`src/shared/bcu_regs.svh`:
```
// register map, field positions and opcode constants of the branch unit
`ifndef BCU_REGS_SVH
`define BCU_REGS_SVH
`define BCU_OFF_CTRL      8'h00
`define BCU_OFF_STATUS    8'h04
`define BCU_OFF_TAKEN_CNT 8'h08
`define BCU_OFF_LAST_TGT  8'h0c
`define BCU_CTRL_RESET    2'h1
`define BCU_CTRL_EN_BIT   0
`define BCU_CTRL_LATE_BIT 1
`define BCU_STAT_SLOT_BIT 0
`define BCU_STAT_TAKN_BIT 1
`define BCU_STAT_EXC_BIT  2
`define BCU_RESP_OKAY     2'h0
`define BCU_RESP_SLVERR   2'h2
`define BCU_MAJ_BCC       5'h00
`define BCU_MAJ_BBIT      5'h01
`define BCU_BBIT_CLR      4'he
`define BCU_BBIT_SET      4'hf
`define BCU_S_BEQ         7'h79
`define BCU_S_BNE         7'h7a
`define BCU_S_BCC         7'h7b
`define BCU_CC_EQ         5'h01
`define BCU_CC_NE         5'h02
`define BCU_CC_LO         5'h05
`define BCU_CC_HS         5'h06
`define BCU_CC_GT         5'h09
`define BCU_CC_GE         5'h0a
`define BCU_CC_LT         5'h0b
`define BCU_CC_LE         5'h0c
`define BCU_CC_HI         5'h0d
`define BCU_CC_LS         5'h0e
`define BCU_CC_PNZ        5'h0f
`define BCU_W_S21         21
`define BCU_W_S25         25
`define BCU_W_S9          9
`define BCU_W_S10         10
`define BCU_W_S7          7
`endif

```
`src/shared/bcu_pkg.sv`:
```
// types shared by the branch unit modules
package bcu_pkg;
  typedef struct packed {
    logic z;
    logic n;
    logic c;
    logic v;
  } bcu_flags_t;
  typedef struct packed {
    logic jump;
    logic loop_setup;
    logic int_return;
    logic long_imm;
  } bcu_slot_cls_t;
  typedef struct packed {
    logic [31:0]   insn;
    logic          is16;
    logic [31:0]   pc;
    logic [31:0]   first_source_operand;
    logic [31:0]   second_source_operand;
    bcu_flags_t    flags;
    bcu_slot_cls_t cls;
  } bcu_issue_t;
  typedef struct packed {
    logic        valid;
    logic        taken;
    logic [31:0] target;
    logic        kill_next;
    logic        kill_beyond;
    logic        exec_slot;
    logic        seq_exc;
  } bcu_result_t;
  typedef enum logic [2:0] {
    BK_NONE, BK_BCC, BK_FAR, BK_BIT_CLR, BK_BIT_SET, BK_SHORT
  } bcu_kind_t;
  typedef enum logic {ST_RUN, ST_SLOT} bcu_state_t;
endpackage : bcu_pkg

```
`src/verilog/bcu_cond_eval.sv`:
```
// condition code evaluation against the status flags
`timescale 1ns/1ps
`default_nettype none
`include "bcu_regs.svh"
module bcu_cond_eval (
  input  wire logic [4:0]        cond,  // 5-bit condition field
  input  wire bcu_pkg::bcu_flags_t flags, // z n c v
  output logic                   hit    // condition true
);
  // ****************************************
  // condition table
  // ****************************************
  always_comb begin
    case (cond)
      5'h00:      hit = 1'b1;
      `BCU_CC_EQ: hit = flags.z;
      `BCU_CC_NE: hit = !flags.z;
      5'h03:      hit = !flags.n;
      5'h04:      hit = flags.n;
      `BCU_CC_LO: hit = flags.c;
      `BCU_CC_HS: hit = !flags.c;
      5'h07:      hit = flags.v;
      5'h08:      hit = !flags.v;
      `BCU_CC_GT: hit = (flags.n == flags.v) && !flags.z;
      `BCU_CC_GE: hit = (flags.n == flags.v);
      `BCU_CC_LT: hit = (flags.n != flags.v);
      `BCU_CC_LE: hit = flags.z || (flags.n != flags.v);
      `BCU_CC_HI: hit = !flags.c && !flags.z;
      `BCU_CC_LS: hit = flags.c || flags.z;
      `BCU_CC_PNZ: hit = !flags.n && !flags.z;
      default:    hit = 1'b0;  // extension codes never taken
    endcase
  end
endmodule : bcu_cond_eval
`default_nettype wire

```
`src/verilog/bcu_target_gen.sv`:
```
// branch target from the word-aligned pc and a displacement
`timescale 1ns/1ps
`default_nettype none
module bcu_target_gen (
  input  wire logic [31:0] pc,     // address of the branch
  input  wire logic [31:0] disp,   // sign-extended byte displacement
  output logic      [31:0] target  // halfword-aligned target
);
  // ****************************************
  // target adder
  // ****************************************
  logic [31:0] aligned_pc;
  assign aligned_pc = {pc[31:2], 2'b00};
  // pc bits 1:0 are cleared, so bit 1 of the target comes from the displacement
  assign target = aligned_pc + disp;
endmodule : bcu_target_gen
`default_nettype wire

```
`src/verilog/bcu_branch_unit.sv`:
```
// branch condition unit: decode, evaluate, redirect, slot check, axi regs
//
// Design decisions made here: register access over AXI4-Lite and the address map.
`timescale 1ns/1ps
`default_nettype none
`include "bcu_regs.svh"
module bcu_branch_unit #(
  parameter int ADDR_W = 8  // axi address width
) (
  input  wire logic              CLK,           // core clock
  input  wire logic              RESET,         // sync reset, high
  input  wire logic              ISSUE_VALID,   // instruction issued
  input  wire bcu_pkg::bcu_issue_t ISSUE,       // instruction and operands
  output bcu_pkg::bcu_result_t   RESULT,        // branch outcome
  output logic                   FLAG_WRITE,    // flag update strobe
  input  wire logic [ADDR_W-1:0] S_AXI_AWADDR,  // write address
  input  wire logic              S_AXI_AWVALID, // write address valid
  output logic                   S_AXI_AWREADY, // write address ready
  input  wire logic [31:0]       S_AXI_WDATA,   // write data
  input  wire logic [3:0]        S_AXI_WSTRB,   // byte enables
  input  wire logic              S_AXI_WVALID,  // write data valid
  output logic                   S_AXI_WREADY,  // write data ready
  output logic [1:0]             S_AXI_BRESP,   // write response
  output logic                   S_AXI_BVALID,  // write response valid
  input  wire logic              S_AXI_BREADY,  // write response ready
  input  wire logic [ADDR_W-1:0] S_AXI_ARADDR,  // read address
  input  wire logic              S_AXI_ARVALID, // read address valid
  output logic                   S_AXI_ARREADY, // read address ready
  output logic [31:0]            S_AXI_RDATA,   // read data
  output logic [1:0]             S_AXI_RRESP,   // read response
  output logic                   S_AXI_RVALID,  // read data valid
  input  wire logic              S_AXI_RREADY   // read data ready
);
  // ****************************************
  // helpers
  // ****************************************
  // sign-extend the low w bits of raw
  function automatic logic [31:0] sext(input logic [31:0] raw,
                                       input int unsigned w);
    logic [31:0] sh;
    sh = 32'(32 - w);
    return 32'($signed(raw << sh) >>> sh);
  endfunction : sext

  // map the 3-bit short condition onto the 5-bit code
  function automatic logic [4:0] short_cond(input logic [2:0] sel);
    case (sel)
      3'h0:    return `BCU_CC_GT;
      3'h1:    return `BCU_CC_GE;
      3'h2:    return `BCU_CC_LT;
      3'h3:    return `BCU_CC_LE;
      3'h4:    return `BCU_CC_HI;
      3'h5:    return `BCU_CC_HS;
      3'h6:    return `BCU_CC_LO;
      default: return `BCU_CC_LS;
    endcase
  endfunction : short_cond

  // ****************************************
  // decode
  // ****************************************
  bcu_pkg::bcu_kind_t kind;
  logic [4:0]         cond;
  logic [31:0]        disp;
  logic               delay;
  logic [31:0]        w;
  logic [15:0]        h;
  assign w = ISSUE.insn;
  assign h = ISSUE.insn[15:0];

  // field extraction for every branch form this unit owns
  always_comb begin
    kind  = bcu_pkg::BK_NONE;
    cond  = 5'h00;
    disp  = 32'h0;
    delay = 1'b0;
    if (ISSUE.is16) begin
      if (h[15:9] == `BCU_S_BEQ || h[15:9] == `BCU_S_BNE) begin
        kind = bcu_pkg::BK_SHORT;
        cond = (h[15:9] == `BCU_S_BEQ) ? `BCU_CC_EQ : `BCU_CC_NE;
        disp = sext({22'h0, h[8:0], 1'b0}, `BCU_W_S10);
      end else if (h[15:9] == `BCU_S_BCC) begin
        kind = bcu_pkg::BK_SHORT;
        cond = short_cond(h[8:6]);
        disp = sext({25'h0, h[5:0], 1'b0}, `BCU_W_S7);
      end
    end else if (w[31:27] == `BCU_MAJ_BCC) begin
      delay = w[5];
      if (!w[16]) begin
        kind = bcu_pkg::BK_BCC;
        cond = w[4:0];
        disp = sext({11'h0, w[15:6], w[26:17], 1'b0}, `BCU_W_S21);
      end else begin
        kind = bcu_pkg::BK_FAR;
        disp = sext({7'h0, w[3:0], w[15:6], w[26:17], 1'b0},
                    `BCU_W_S25);
      end
    end else if (w[31:27] == `BCU_MAJ_BBIT && w[16]) begin
      delay = w[5];
      disp  = sext({23'h0, w[15], w[23:17], 1'b0}, `BCU_W_S9);
      if (w[3:0] == `BCU_BBIT_CLR) begin
        kind = bcu_pkg::BK_BIT_CLR;
      end else if (w[3:0] == `BCU_BBIT_SET) begin
        kind = bcu_pkg::BK_BIT_SET;
      end
    end
  end

  // ****************************************
  // evaluation
  // ****************************************
  logic        cond_hit;
  logic        test_bit;
  logic        taken;
  logic [31:0] target;

  bcu_cond_eval u_cond (
    .cond  (cond),
    .flags (ISSUE.flags),
    .hit   (cond_hit)
  );

  bcu_target_gen u_tgt (
    .pc     (ISSUE.pc),
    .disp   (disp),
    .target (target)
  );

  // only the five low bits of the second operand select the bit
  assign test_bit = ISSUE.first_source_operand[ISSUE.second_source_operand[4:0]];

  // taken decision per branch kind
  always_comb begin
    case (kind)
      bcu_pkg::BK_BCC:     taken = cond_hit;
      bcu_pkg::BK_SHORT:   taken = cond_hit;
      bcu_pkg::BK_FAR:     taken = 1'b1;
      bcu_pkg::BK_BIT_CLR: taken = !test_bit;
      bcu_pkg::BK_BIT_SET: taken = test_bit;
      default:             taken = 1'b0;
    endcase
  end

  // ****************************************
  // control registers and slot tracking
  // ****************************************
  logic [1:0]          ctrl;
  bcu_pkg::bcu_state_t state;
  logic                slot_bad;
  logic                fire;
  logic                exc_sticky;
  logic                last_taken;
  logic [31:0]         taken_cnt;
  logic [31:0]         last_tgt;
  logic                exc_clr;

  assign fire = ISSUE_VALID && ctrl[`BCU_CTRL_EN_BIT];
  // an executed slot on the late variant may hold none of these
  assign slot_bad = (state == bcu_pkg::ST_SLOT) && ctrl[`BCU_CTRL_LATE_BIT]
                    && (kind != bcu_pkg::BK_NONE || ISSUE.cls.jump
                        || ISSUE.cls.loop_setup || ISSUE.cls.int_return
                        || ISSUE.cls.long_imm);

  // slot state: armed by a taken delayed branch, freed by the next issue
  always_ff @(posedge CLK) begin
    if (RESET) begin
      state <= bcu_pkg::ST_RUN;
    end else if (fire) begin
      if (taken && delay && !slot_bad) begin
        state <= bcu_pkg::ST_SLOT;
      end else begin
        state <= bcu_pkg::ST_RUN;
      end
    end
  end

  // branch outcome towards fetch and pipeline control
  always_ff @(posedge CLK) begin
    if (RESET) begin
      RESULT <= '0;
    end else begin
      RESULT.valid       <= fire;
      RESULT.taken       <= fire && taken && !slot_bad;
      RESULT.target      <= target;
      RESULT.kill_next   <= fire && taken && !delay && !slot_bad;
      RESULT.exec_slot   <= fire && taken && delay && !slot_bad;
      RESULT.kill_beyond <= fire && taken && !slot_bad;
      RESULT.seq_exc     <= fire && slot_bad;
    end
  end

  // branches leave the status flags alone
  always_ff @(posedge CLK) begin
    FLAG_WRITE <= 1'b0;
  end

  // observable history for software
  always_ff @(posedge CLK) begin
    if (RESET) begin
      taken_cnt  <= 32'h0;
      last_tgt   <= 32'h0;
      last_taken <= 1'b0;
    end else if (fire) begin
      last_taken <= taken && !slot_bad;
      if (taken && !slot_bad) begin
        taken_cnt <= taken_cnt + 32'h1;
        last_tgt  <= target;
      end
    end
  end

  // sticky exception flag; a new event wins over a clear
  always_ff @(posedge CLK) begin
    if (RESET) begin
      exc_sticky <= 1'b0;
    end else if (fire && slot_bad) begin
      exc_sticky <= 1'b1;
    end else if (exc_clr) begin
      exc_sticky <= 1'b0;
    end
  end

  // ****************************************
  // axi4-lite slave
  // ****************************************
  logic              aw_got;
  logic              w_got;
  logic [ADDR_W-1:0] aw_addr;
  logic [31:0]       w_data;
  logic [3:0]        w_strb;
  logic              do_wr;
  logic              wr_hit;

  assign S_AXI_AWREADY = !aw_got && !S_AXI_BVALID;
  assign S_AXI_WREADY  = !w_got && !S_AXI_BVALID;
  assign S_AXI_ARREADY = !S_AXI_RVALID;
  assign do_wr  = aw_got && w_got && !S_AXI_BVALID;
  assign wr_hit = aw_addr == ADDR_W'(`BCU_OFF_CTRL)
                  || aw_addr == ADDR_W'(`BCU_OFF_STATUS);
  assign exc_clr = do_wr && aw_addr == ADDR_W'(`BCU_OFF_STATUS)
                   && w_strb[0] && w_data[`BCU_STAT_EXC_BIT];

  // address and data are latched independently, in either order
  always_ff @(posedge CLK) begin
    if (RESET) begin
      aw_got  <= 1'b0;
      w_got   <= 1'b0;
      aw_addr <= '0;
      w_data  <= 32'h0;
      w_strb  <= 4'h0;
    end else if (do_wr) begin
      aw_got <= 1'b0;
      w_got  <= 1'b0;
    end else begin
      if (S_AXI_AWVALID && S_AXI_AWREADY) begin
        aw_got  <= 1'b1;
        aw_addr <= S_AXI_AWADDR;
      end
      if (S_AXI_WVALID && S_AXI_WREADY) begin
        w_got  <= 1'b1;
        w_data <= S_AXI_WDATA;
        w_strb <= S_AXI_WSTRB;
      end
    end
  end

  // control register write
  always_ff @(posedge CLK) begin
    if (RESET) begin
      ctrl <= `BCU_CTRL_RESET;
    end else if (do_wr && aw_addr == ADDR_W'(`BCU_OFF_CTRL) && w_strb[0]) begin
      ctrl <= w_data[1:0];
    end
  end

  // write response
  always_ff @(posedge CLK) begin
    if (RESET) begin
      S_AXI_BVALID <= 1'b0;
      S_AXI_BRESP  <= `BCU_RESP_OKAY;
    end else if (do_wr) begin
      S_AXI_BVALID <= 1'b1;
      S_AXI_BRESP  <= wr_hit ? `BCU_RESP_OKAY : `BCU_RESP_SLVERR;
    end else if (S_AXI_BREADY) begin
      S_AXI_BVALID <= 1'b0;
    end
  end

  // read data path
  always_ff @(posedge CLK) begin
    if (RESET) begin
      S_AXI_RVALID <= 1'b0;
      S_AXI_RDATA  <= 32'h0;
      S_AXI_RRESP  <= `BCU_RESP_OKAY;
    end else if (S_AXI_ARVALID && S_AXI_ARREADY) begin
      S_AXI_RVALID <= 1'b1;
      S_AXI_RRESP  <= `BCU_RESP_OKAY;
      case (S_AXI_ARADDR)
        ADDR_W'(`BCU_OFF_CTRL):      S_AXI_RDATA <= {30'h0, ctrl};
        ADDR_W'(`BCU_OFF_STATUS):    S_AXI_RDATA <=
          {29'h0, exc_sticky, last_taken, state == bcu_pkg::ST_SLOT};
        ADDR_W'(`BCU_OFF_TAKEN_CNT): S_AXI_RDATA <= taken_cnt;
        ADDR_W'(`BCU_OFF_LAST_TGT):  S_AXI_RDATA <= last_tgt;
        default: begin
          S_AXI_RDATA <= 32'h0;
          S_AXI_RRESP <= `BCU_RESP_SLVERR;
        end
      endcase
    end else if (S_AXI_RREADY) begin
      S_AXI_RVALID <= 1'b0;
    end
  end
endmodule : bcu_branch_unit
`default_nettype wire

```
`config.mk`:
```
export PLATFORM = sky130hd
export DESIGN_NAME = bcu_branch_unit
export DESIGN_NICKNAME = d
export VERILOG_FILES = /design/src/shared/bcu_pkg.sv /design/src/verilog/bcu_cond_eval.sv /design/src/verilog/bcu_target_gen.sv /design/src/verilog/bcu_branch_unit.sv
export VERILOG_INCLUDE_DIRS = /design/src /design/src/shared
export SDC_FILE = /design/constraint.sdc
export NUM_CORES = 1
export LEC_CHECK = 0
export BUFFER_PORTS_ARGS = -buffer_cell sky130_fd_sc_hd__buf_2
export CAP_MARGIN = 20
export CELL_PAD_IN_SITES_DETAIL_PLACEMENT = 0
export CELL_PAD_IN_SITES_GLOBAL_PLACEMENT = 1
export CORE_MARGIN = 2
export CORE_UTILIZATION = 41
export CTS_BUF_LIST = sky130_fd_sc_hd__clkbuf_4
export DETAILED_ROUTE_END_ITERATION = 7
export GPL_TIMING_DRIVEN = 0
export PLACE_DENSITY = 0.88
export SLEW_MARGIN = 40
export SYNTH_ARGS = -nofsm -noshare
export SYNTH_HDL_FRONTEND = slang
export SYNTH_SLANG_ARGS = --single-unit
```
`constraint.sdc`:
```
create_clock -name CLK -period 12.1 [get_ports CLK]
set_input_delay 1.815 -clock CLK [delete_from_list [all_inputs] [get_ports CLK]]
set_output_delay 1.815 -clock CLK [all_outputs]
set_load 0.01 [all_outputs]
```
# ---- Yosys cells after proc, flatten, opt, wreduce, memory -nomap -nowiden
# Index checks and enable logic that the tools add are counted.
dict set report totals {
  in_bits 197
  output_inout_bits 80
  register_bits 158
}
dict set report op_classes {
  n_eq_ne 38
  order_cmp 1
  muxes 38
  addsub 2
  n_reduce_logical 63
  bitwise_logic 1
}
# cell count
set op_table {}
lappend op_table {{two-way mux 32 bit} 6}
lappend op_table {{case mux 32 bit (4 select lines)} 1}
lappend op_table {{equality test 5 x 4 -> 1 bit (second input constant)} 8}
lappend op_table {{adder 32 x 1 -> 32 bit (second input constant)} 1}
lappend op_table {{adder 32 bit} 1}
lappend op_table {{logical AND 1 bit} 29}
lappend op_table {{case mux 4 bit (7 select lines)} 1}
lappend op_table {{equality test 7 bit (second input constant)} 3}
lappend op_table {{two-way mux 3 bit} 7}
lappend op_table {{equality test 5 x 3 -> 1 bit (second input constant)} 4}
lappend op_table {{two-way mux 5 bit} 4}
lappend op_table {{equality test 8 x 3 -> 1 bit (second input constant)} 2}
lappend op_table {{equality test 8 x 4 -> 1 bit (second input constant)} 2}
lappend op_table {{logical NOT 8 bit} 2}
lappend op_table {{case mux 1 bit (16 select lines)} 1}
lappend op_table {{equality test 3 bit (second input constant)} 5}
lappend op_table {{equality test 3 x 2 -> 1 bit (second input constant)} 4}
lappend op_table {{logical NOT 1 bit} 11}
lappend op_table {{two-way mux 1 bit} 11}
lappend op_table {{equality test 5 x 1 -> 1 bit (second input constant)} 2}
lappend op_table {{equality test 5 x 2 -> 1 bit (second input constant)} 2}
lappend op_table {{logical NOT 5 bit} 2}
lappend op_table {{equality test 4 bit (second input constant)} 2}
lappend op_table {{logical OR 1 bit} 8}
lappend op_table {{15 further kinds} 24}

# ---- Longest topological paths before layout
# Gate-level depths: netlist of the first run.
dict set report depth {
  ltp_word 15
  depth_mapped 17
  ltp_nobuf 14
}

# ---- By module
# Synthesis of the first run repeated with hierarchy kept, for this count alone.
dict set report unflattened {
  hier_cells 1086
  hier_area_um2 9147.5
}
# module n_inst cells_each area_each_um2
set modules_own_cells {}
lappend modules_own_cells {bcu_branch_unit 1 833 7290.7}
lappend modules_own_cells {bcu_target_gen 1 216 1591.5}
lappend modules_own_cells {bcu_cond_eval 1 37 265.3}

# ---- Worst setup path after synthesis of the first run
# No wires, ideal clock.
dict set report synth_timing {
  path_kind {in2reg}
  from {input port ISSUE[133] in the netlist's numbering}
  to {register last_tgt[31]}
  setup_ns 0.086
  cell_stages 14
  slack_ns 6.473
  arrival_ns 5.541
  path_buffers 1
  path_cell_list {or4_1 -> clkbuf_1 -> nor3_1 -> a22o_1 -> ha_1 -> a21o_1 -> a221oi_1 -> a2111oi_0 -> or3_1 -> a21oi_1 -> o2111ai_1 -> a21oi_1 -> xnor2_1 -> a211oi_1}
}
dict set report synth_between {
  elab_chain_cells 14
  elab_cells_between_ends 45
  classes_between {add/sub: 1; eq/ne: 21; mux: 10; reduce/logical: 13}
}
# element line
set synth_lines {}
lappend synth_lines {{start, declared} bcu_branch_unit.sv:13} ;# input wire bcu_pkg::bcu_issue_t ISSUE,
lappend synth_lines {{parallel branches: the longest is 14 deep, another holds adder 32 bit} -}
lappend synth_lines {{end signal, assigned} bcu_branch_unit.sv:207} ;# last_tgt <= target;
lappend synth_lines {{end, declared} bcu_branch_unit.sv:154} ;# logic [31:0] last_tgt;
# Several ways; the timed one is not identified.
# A chain may end at the register's enable or synchronous reset.

# ---- Final worst setup path of the first run
dict set report layout_timing {
  from {input port ISSUE[115] in the netlist's numbering}
  to {register last_tgt[31]}
}
dict set report layout_between {
  elab_chain_cells 13
  elab_cells_between_ends 50
  classes_between {add/sub: 1; eq/ne: 23; mux: 14; reduce/logical: 12}
}
# element
set layout_lines {}
lappend layout_lines {{parallel branches: the longest is 13 deep, another holds adder 32 bit}}
# Several ways; the timed one is not identified.

==> results of run 1 <==
[cell type report]
cell class                      instances  area, µm²
Multi-Input combinational cell        800       5230
Clock buffer                           19        143
Sequential cell                       154       3080
Buffer                                 68        300
Clock inverter                         12        173
Antenna cell                            1       2.50
Fill cell                            2156      10600
Timing Repair Buffer                  202       1010
Inverter                               31        116
Tap cell                              275        344
[layer usage]
layer | GRT usage (%) | up-vias
met5 | 0 | -
met4 | 5.38 | 0
met3 | 3.93 | 29
met2 | 42.5 | 300
met1 | 31.3 | 3999
li1 | - | 4284
[metrics by stage]
stage,total power (µW),hold slack [ns]
final,1080,0.462
after global routing,1120,0.497
after CTS,1080,0.464
after detailed placement,738,0.446
after global placement,735,0.439
after floorplan,660,0.428
[cells in the final DEF (no fill, tap or decap), drive strengths merged, types with 12 or more instances in the layout]
cell type  instances
and3              18
a21o              19
a21oi             93
nor2b             15
o21a              21
buf              220
o21ai             52
o31ai             12
mux2              29
inv               33
or4               14
ha                30
dfxtp            154
nand4             15
xor2              13
a22oi             33
nor3              13
nor4              13
nor2             122
xnor2             17
nand2             80
nand3             30
and2              25
clkbuf            69
[logic make-up after synthesis]
| group | count (synthesis) |
|---|---|
| AND/OR/NAND/NOR | 385 |
| AO/OA/AOI/OAI | 301 |
| flip-flops | 154 |
| buffers and inverters | 99 |
| multiplexers | 49 |
| adder cells (fa/ha/maj) | 31 |
| XOR/XNOR | 30 |
| other | 1 |
[flip-flops by register name (all words and copies together) (netlist names)]
signal / flops
taken_cnt: 32
exc_sticky: 1
S_AXI_RDATA: 32
aw_addr: 8
w_got: 1
last_taken: 1
S_AXI_RVALID: 1
aw_got: 1
state: 1
S_AXI_BVALID: 1
S_AXI_RRESP: 1
w_strb: 1
w_data: 3
ctrl: 2
RESULT: 36
S_AXI_BRESP: 1
last_tgt: 31
[worst max path at each step]
stage                     cells past startpoint       start                   endpoint  slack (ns)
after floorplan                              14  ISSUE[133]  last_tgt[31]$_SDFFE_PP0P_        6.47
final                                        17  ISSUE[115]  last_tgt[31]$_SDFFE_PP0P_        6.22
after global routing                         16  ISSUE[115]  last_tgt[31]$_SDFFE_PP0P_        5.95
after CTS                                    15  ISSUE[136]  last_tgt[31]$_SDFFE_PP0P_        6.28
after global placement                       15  ISSUE[136]  last_tgt[31]$_SDFFE_PP0P_        5.29
after detailed placement                     15  ISSUE[136]  last_tgt[31]$_SDFFE_PP0P_        5.69
[power by group]
group	leakage, µW	internal, µW	total [µW]	switching [µW]
combinational	0.00292	78.6	195	116
clock	0.000171	167	350	183
sequential	0.00125	524	532	8.01
[worst register-to-register path, delay by kind of cell, from the launching register on]
family                 cells  cell delay (ns)
buffers and inverters      3             0.62
DFF                        1             0.40
AOI/OAI and AO/OA          6             1.65
and+or+nand+nor            1             0.19
==> impl_metrics.env, run 1 <==
export IMPL_io_pins=277
export IMPL_worstSetupEndpointType="flip-flop"
export IMPL_synth_xor_area_share_pct=3.02
export IMPL_cpMaxStageDelayCell="a31oi_1"
export IMPL_netlist_area_mm2=0.00870
export IMPL_cts_inserted_buffers=17
export IMPL_place_ws_ns=5.69
export IMPL_synth_cells=1050
export IMPL_worst_path_max_fanout=10
export IMPL_ys_types=72
export IMPL_drt_pass1_iter_count=6
export IMPL_async_flop_share_pct=0
export IMPL_place_area_mm2=0.0101
export IMPL_slew_headroom_pct=51.8
export IMPL_grt_max_degree=17
export IMPL_timing_rr_end="taken_cnt[31]$_SDFFE_PP0P_"
export IMPL_grtUsageTotal_pct=24.2
export IMPL_fin_skew_ns=0.0133
export IMPL_synthSimpleGateAreaFrac_pct=22.2
export IMPL_final_max_slew_viol_count=0
export IMPL_rr_worst_depth=10
export IMPL_io_buffers=202
export IMPL_grt_pass1_vias=8071
export IMPL_htreeDepth=4
export IMPL_wl_met3_um=1630
export IMPL_p_leak_uw=0.00435
export IMPL_routed_wl_met2_um=13200
export IMPL_die_y_um=150
export IMPL_layoutNonFillerInstCount=1562
export IMPL_fin_area_mm2=0.0104
export IMPL_final_core_util_pct=49.6
export IMPL_holdPathEnd="aw_addr[6]$_SDFFE_PP0P_"
export IMPL_hold_start="aw_addr[6]$_SDFFE_PP0P_"
export IMPL_rsz0062_at_grt="false"
export IMPL_cts_root_to_sink_buffers=2
export IMPL_synth_edff_count=0
export IMPL_hold_viol_final=0
export IMPL_dieWidth_um=150
export IMPL_wl_per_cell_um=17.5
export IMPL_slowest_delay_ns=0.49
export IMPL_antenna_left=0
export IMPL_top_layer_used="met4"
export IMPL_dp_cells=1530
export IMPL_ir_worst_vdd_mv=0.0449
export IMPL_path_class="in2reg"
export IMPL_core_mm2=0.0210
export IMPL_clock_fmax_mhz=170
export IMPL_grt_overflow=0
export IMPL_fin_ws_ns=6.22
export IMPL_setup_tns_final_ns=0
export IMPL_seq_area_frac_synth_pct=35.4
export IMPL_design_die_area_mm2=0.0224
export IMPL_drc=0
export IMPL_crit_chain="clkbuf_1 > mux2_2 > a22o_1 > a31oi_1 > clkbuf_1 > a21oi_1 > ha_1 > clkbuf_1 > a21o_1 > a21oi_1 > a21oi_1 > or3_1 > a21oi_1 > o2111ai_1 > a21oi_1 > xnor2_1 > a211oi_1"
export IMPL_area_growth_syn_to_layout_pct=19.5
export IMPL_cts_sinks=154
export IMPL_synth_fa_ha_area_share_pct=4.54
export IMPL_drt_met1_wl_um=12200
export IMPL_antenna_found_initial=1
export IMPL_synth_flop_cell="dfxtp_1"
export IMPL_critPathRequiredTime_ns=12.54
export IMPL_dpl_hpwl_um=22000
export IMPL_cts_hold_buffers=0
export IMPL_synthTopCellsByArea="dfxtp_1, a21oi_1, nor2_1"
export IMPL_worst_path_buf_inv=3
export IMPL_rrSetupSlack_ns=9.11
export IMPL_nets=1502
export IMPL_grt_first_pass_wirelength_um=42300
export IMPL_ys_ff_latch=154
export IMPL_avgViaCountPerCell=5.51
export IMPL_yosysTopAreaCell="dfxtp_1"
export IMPL_start_kind="input port"
export IMPL_tightest_slew_ns=0.719
export IMPL_fp_row_count=53
export IMPL_synth_compound_area_share_pct=22.6
export IMPL_min_period_over_period_pct=48.6
export IMPL_synth_top_area_share_pct=35.4
export IMPL_place_congestion=0.926
export IMPL_power_density_mw_per_mm2=104
export IMPL_status="completed"
export IMPL_synth_area_per_cell_um2=8.29
export IMPL_cp_arrival_ns=6.32
export IMPL_max_cap_violations=0
export IMPL_path_clk_slew_ns=0.13
export IMPL_cts_tree="yes"
export IMPL_root_buffer="clkbuf_4"
export IMPL_fin_crit_ns=5.88
export IMPL_drive_above_1_share_pct=22.9
export IMPL_clk_latency_ns=0.57
export IMPL_synthMuxAreaShare_pct=7.35
export IMPL_path_delay_family="compound AO/OA/AOI/OAI gates"
export IMPL_yosysMostFrequentCell="dfxtp_1"
export IMPL_hold_path_cell_count=2
export IMPL_postCtsSetupRepairBufs=0
export IMPL_drtIter0Drc=599
export IMPL_hold_path_class="reg2reg"
export IMPL_wl_um=27400
export IMPL_critPathMostFrequentCell="a21oi_1"
export IMPL_yosys_top_cells_count="dfxtp_1, nor2_1, a21oi_1, nand2_1, clkbuf_1"
export IMPL_setup_viol_count_final=0
export IMPL_yosys_warnings=0
export IMPL_vias=8612
export IMPL_initial_utilization_pct=41.5
export IMPL_rr_startpoint="ctrl[0]$_SDFFE_PP1P_"
export IMPL_cts_resized=0
export IMPL_synth_top_family_by_area="compound AO/OA/AOI/OAI gates"
Note: power is estimated with default switching activity, not from simulation.
==> run 2: changes to the inputs <==
--- a/config.mk
+++ b/config.mk
@@ -11,11 +11,11 @@
 export CELL_PAD_IN_SITES_DETAIL_PLACEMENT = 0
 export CELL_PAD_IN_SITES_GLOBAL_PLACEMENT = 1
 export CORE_MARGIN = 2
-export CORE_UTILIZATION = 41
+export CORE_UTILIZATION = 35
 export CTS_BUF_LIST = sky130_fd_sc_hd__clkbuf_4
 export DETAILED_ROUTE_END_ITERATION = 7
 export GPL_TIMING_DRIVEN = 0
-export PLACE_DENSITY = 0.88
+export PLACE_DENSITY = 0.79
 export SLEW_MARGIN = 40
 export SYNTH_ARGS = -nofsm -noshare
 export SYNTH_HDL_FRONTEND = slang
==> constraint.sdc (replaced) <==
create_clock -name CLK -period 5.27 [get_ports CLK]
set_input_delay 0.7905 -clock CLK [delete_from_list [all_inputs] [get_ports CLK]]
set_output_delay 0.7905 -clock CLK [all_outputs]
set_load 0.01 [all_outputs]
==> run 2 against run 1 <==
Compared with the run above:
- critical endpoint unchanged
- critical path type unchanged
- design area is 0.11% lower
- highest routed layer unchanged
- via count shrank 0.31%
- largest cell class unchanged
- die area increased by 17%
- clock skew up 0.0031 ns
- sequential share of layout area about the same
==> impl_metrics.env, run 2 (synthesis results as in run 1) <==
export IMPL_status="completed"
export IMPL_wl_per_cell_um=17.5
export IMPL_htreeDepth=4
export IMPL_io_pins=277
export IMPL_area_growth_syn_to_layout_pct=19.4
export IMPL_path_class="in2reg"
export IMPL_dieWidth_um=162
export IMPL_drtIter0Drc=601
export IMPL_hold_viol_final=0
export IMPL_fp_row_count=57
export IMPL_slowest_delay_ns=0.50
export IMPL_p_seq_share_pct=52.4
export IMPL_grt_first_pass_wirelength_um=44200
export IMPL_cts_sinks=154
export IMPL_nets=1502
export IMPL_cts_hold_buffers=0
export IMPL_grt_pass1_vias=8228
export IMPL_cts_tree="yes"
export IMPL_worstSetupEndpointType="flip-flop"
export IMPL_largest_reg_flops=36
export IMPL_antenna_found_initial=3
export IMPL_final_cell_mix="buf_2, dfxtp_1, nor2_1"
export IMPL_antenna_left=0
export IMPL_power_switching_uw=748
export IMPL_clockPowerShare_pct=28.4
export IMPL_p_sw_share_pct=32.1
export IMPL_clk_latency_ns=0.58
export IMPL_cp_arrival_ns=5.22
export IMPL_grtUsageTotal_pct=21.6
export IMPL_min_period_over_period_pct=90.6
export IMPL_die_y_um=162
export IMPL_grt_overflow=0
export IMPL_critPathMostFrequentCell="a21oi_1"
export IMPL_initial_utilization_pct=35.7
export IMPL_vias=8585
export IMPL_rsz0062_at_grt="false"
export IMPL_avgViaCountPerCell=5.33
export IMPL_tightest_slew_ns=0.789
export IMPL_dpl_hpwl_um=22700
export IMPL_layoutNonFillerInstCount=1612
export IMPL_slew_headroom_pct=46.9
export IMPL_power_density_mw_per_mm2=225
export IMPL_cts_resized=0
export IMPL_dp_cells=1579
export IMPL_power_internal_uw=1580
export IMPL_ir_worst_vdd_mv=0.104
export IMPL_final_max_slew_viol_count=0
export IMPL_core_mm2=0.0244
export IMPL_place_ws_ns=-0.121
export IMPL_cpMaxStageDelayCell="a31oi_1"
export IMPL_drc=0
export IMPL_drt_pass1_iter_count=7
export IMPL_cts_root_to_sink_buffers=2
export IMPL_critPathRequiredTime_ns=5.72
export IMPL_path_clk_slew_ns=0.14
export IMPL_final_common_cell="buf_2"
export IMPL_grt_max_degree=17
export IMPL_fin_hold_ws_ns=0.375
export IMPL_max_cap_violations=0
export IMPL_root_buffer="clkbuf_4"
export IMPL_crit_chain="clkbuf_1 > mux2_2 > a22o_1 > a31oi_1 > clkbuf_1 > a21oi_1 > ha_1 > clkbuf_1 > a21o_1 > a21oi_1 > a21oi_1 > or3_1 > a21oi_1 > o2111ai_1 > a21oi_1 > xnor2_1 > a211oi_1"
export IMPL_worst_path_max_fanout=10
export IMPL_comb_power_share_pct=19.2
export IMPL_final_core_util_pct=42.6
export IMPL_top_regs="RESULT x36, S_AXI_RDATA x32, taken_cnt x32"
export IMPL_clock_fmax_mhz=209
export IMPL_p_leak_uw=0.00430
export IMPL_design_die_area_mm2=0.0261
export IMPL_drive_above_1_share_pct=22.9
export IMPL_io_buffers=202
export IMPL_setup_viol_count_final=0
export IMPL_hold_path_class="in2reg"
export IMPL_place_congestion=0.885
export IMPL_start_kind="input port"
export IMPL_fin_skew_ns=0.0163
export IMPL_fin_crit_ns=4.78
export IMPL_postCtsSetupRepairBufs=0
export IMPL_wl_um=28300
export IMPL_cts_inserted_buffers=17
export IMPL_fin_ws_ns=0.494
export IMPL_top_register="RESULT"
## run 2: cell count changes in the layout (fill, tap and decap cells not counted), moves of 2 or more
cell / previous run / this run
clkinv_4: 1 / 3
clkinv_2: 3 / 0
bufinv_16: 4 / 0
inv_6: 2 / 5
clkinvlp_4: 1 / 4
## run 2: stage by stage
step / total power [µW] / TNS [ns] / area, µm²
3_3_place_gp: 1690 / -4.82 / 10100
5_1_grt: 2450 / 0 / 10400
2_1_floorplan: 1510 / 0 / 8710
4_1_cts: 2350 / 0 / 10400
6_report: 2330 / 0 / 10400
3_5_place_dp: 1700 / -0.363 / 10100
## run 2: final cells by class
class,count,area [µm²]
fillers,2543,14000
multi-input cells,800,5220
flip-flops and latches,154,3080
repair buffers,202,1010
well taps,324,405
plain buffers,68,300
clock buffers,18,135
inverters,31,116
clock inverters,13,111
diodes,2,5.00
## run 2: power by group through the flow
stage | clock network, µW | registers, µW | logic (µW)
after floorplan | 0 | 1260 | 257
after global placement | 0 | 1250 | 444
after detailed placement | 0 | 1250 | 447
after CTS | 676 | 1220 | 449
after global routing | 722 | 1230 | 496
final | 663 | 1220 | 448
## run 2: path summary, 6_finish.rpt
kind	from	cells after the start	slack [ns]	to
worst min register to register	aw_addr[6]$_SDFFE_PP0P_	2	0.46	aw_addr[6]$_SDFFE_PP0P_
worst min-delay path	S_AXI_RREADY	2	0.38	S_AXI_RVALID$_SDFFE_PP0P_
worst max-delay path	ISSUE[115]	17	0.49	last_tgt[31]$_SDFFE_PP0P_
worst max register to register	ctrl[0]$_SDFFE_PP1P_	10	2.27	taken_cnt[19]$_SDFFE_PP0P_
## run 2: routing by layer
| metal | share of wire, % | track usage, % |
|---|---|---|
| met2 | 47 | 36.8 |
| met4 | 2.1 | 5.91 |
| met1 | 45 | 28.4 |
| met5 | 0 | 0 |
| met3 | 5.9 | 3.58 |
## run 2: critical path, delay by kind of cell
family                     cells  cell delay, ns
AOI/OAI and AO/OA             10            2.22
xor gates and xnor gates       1            0.21
adders and majority gates      1            0.30
buffers and inverters          3            0.88
muxes                          1            0.38
and+or+nand+nor                1            0.44
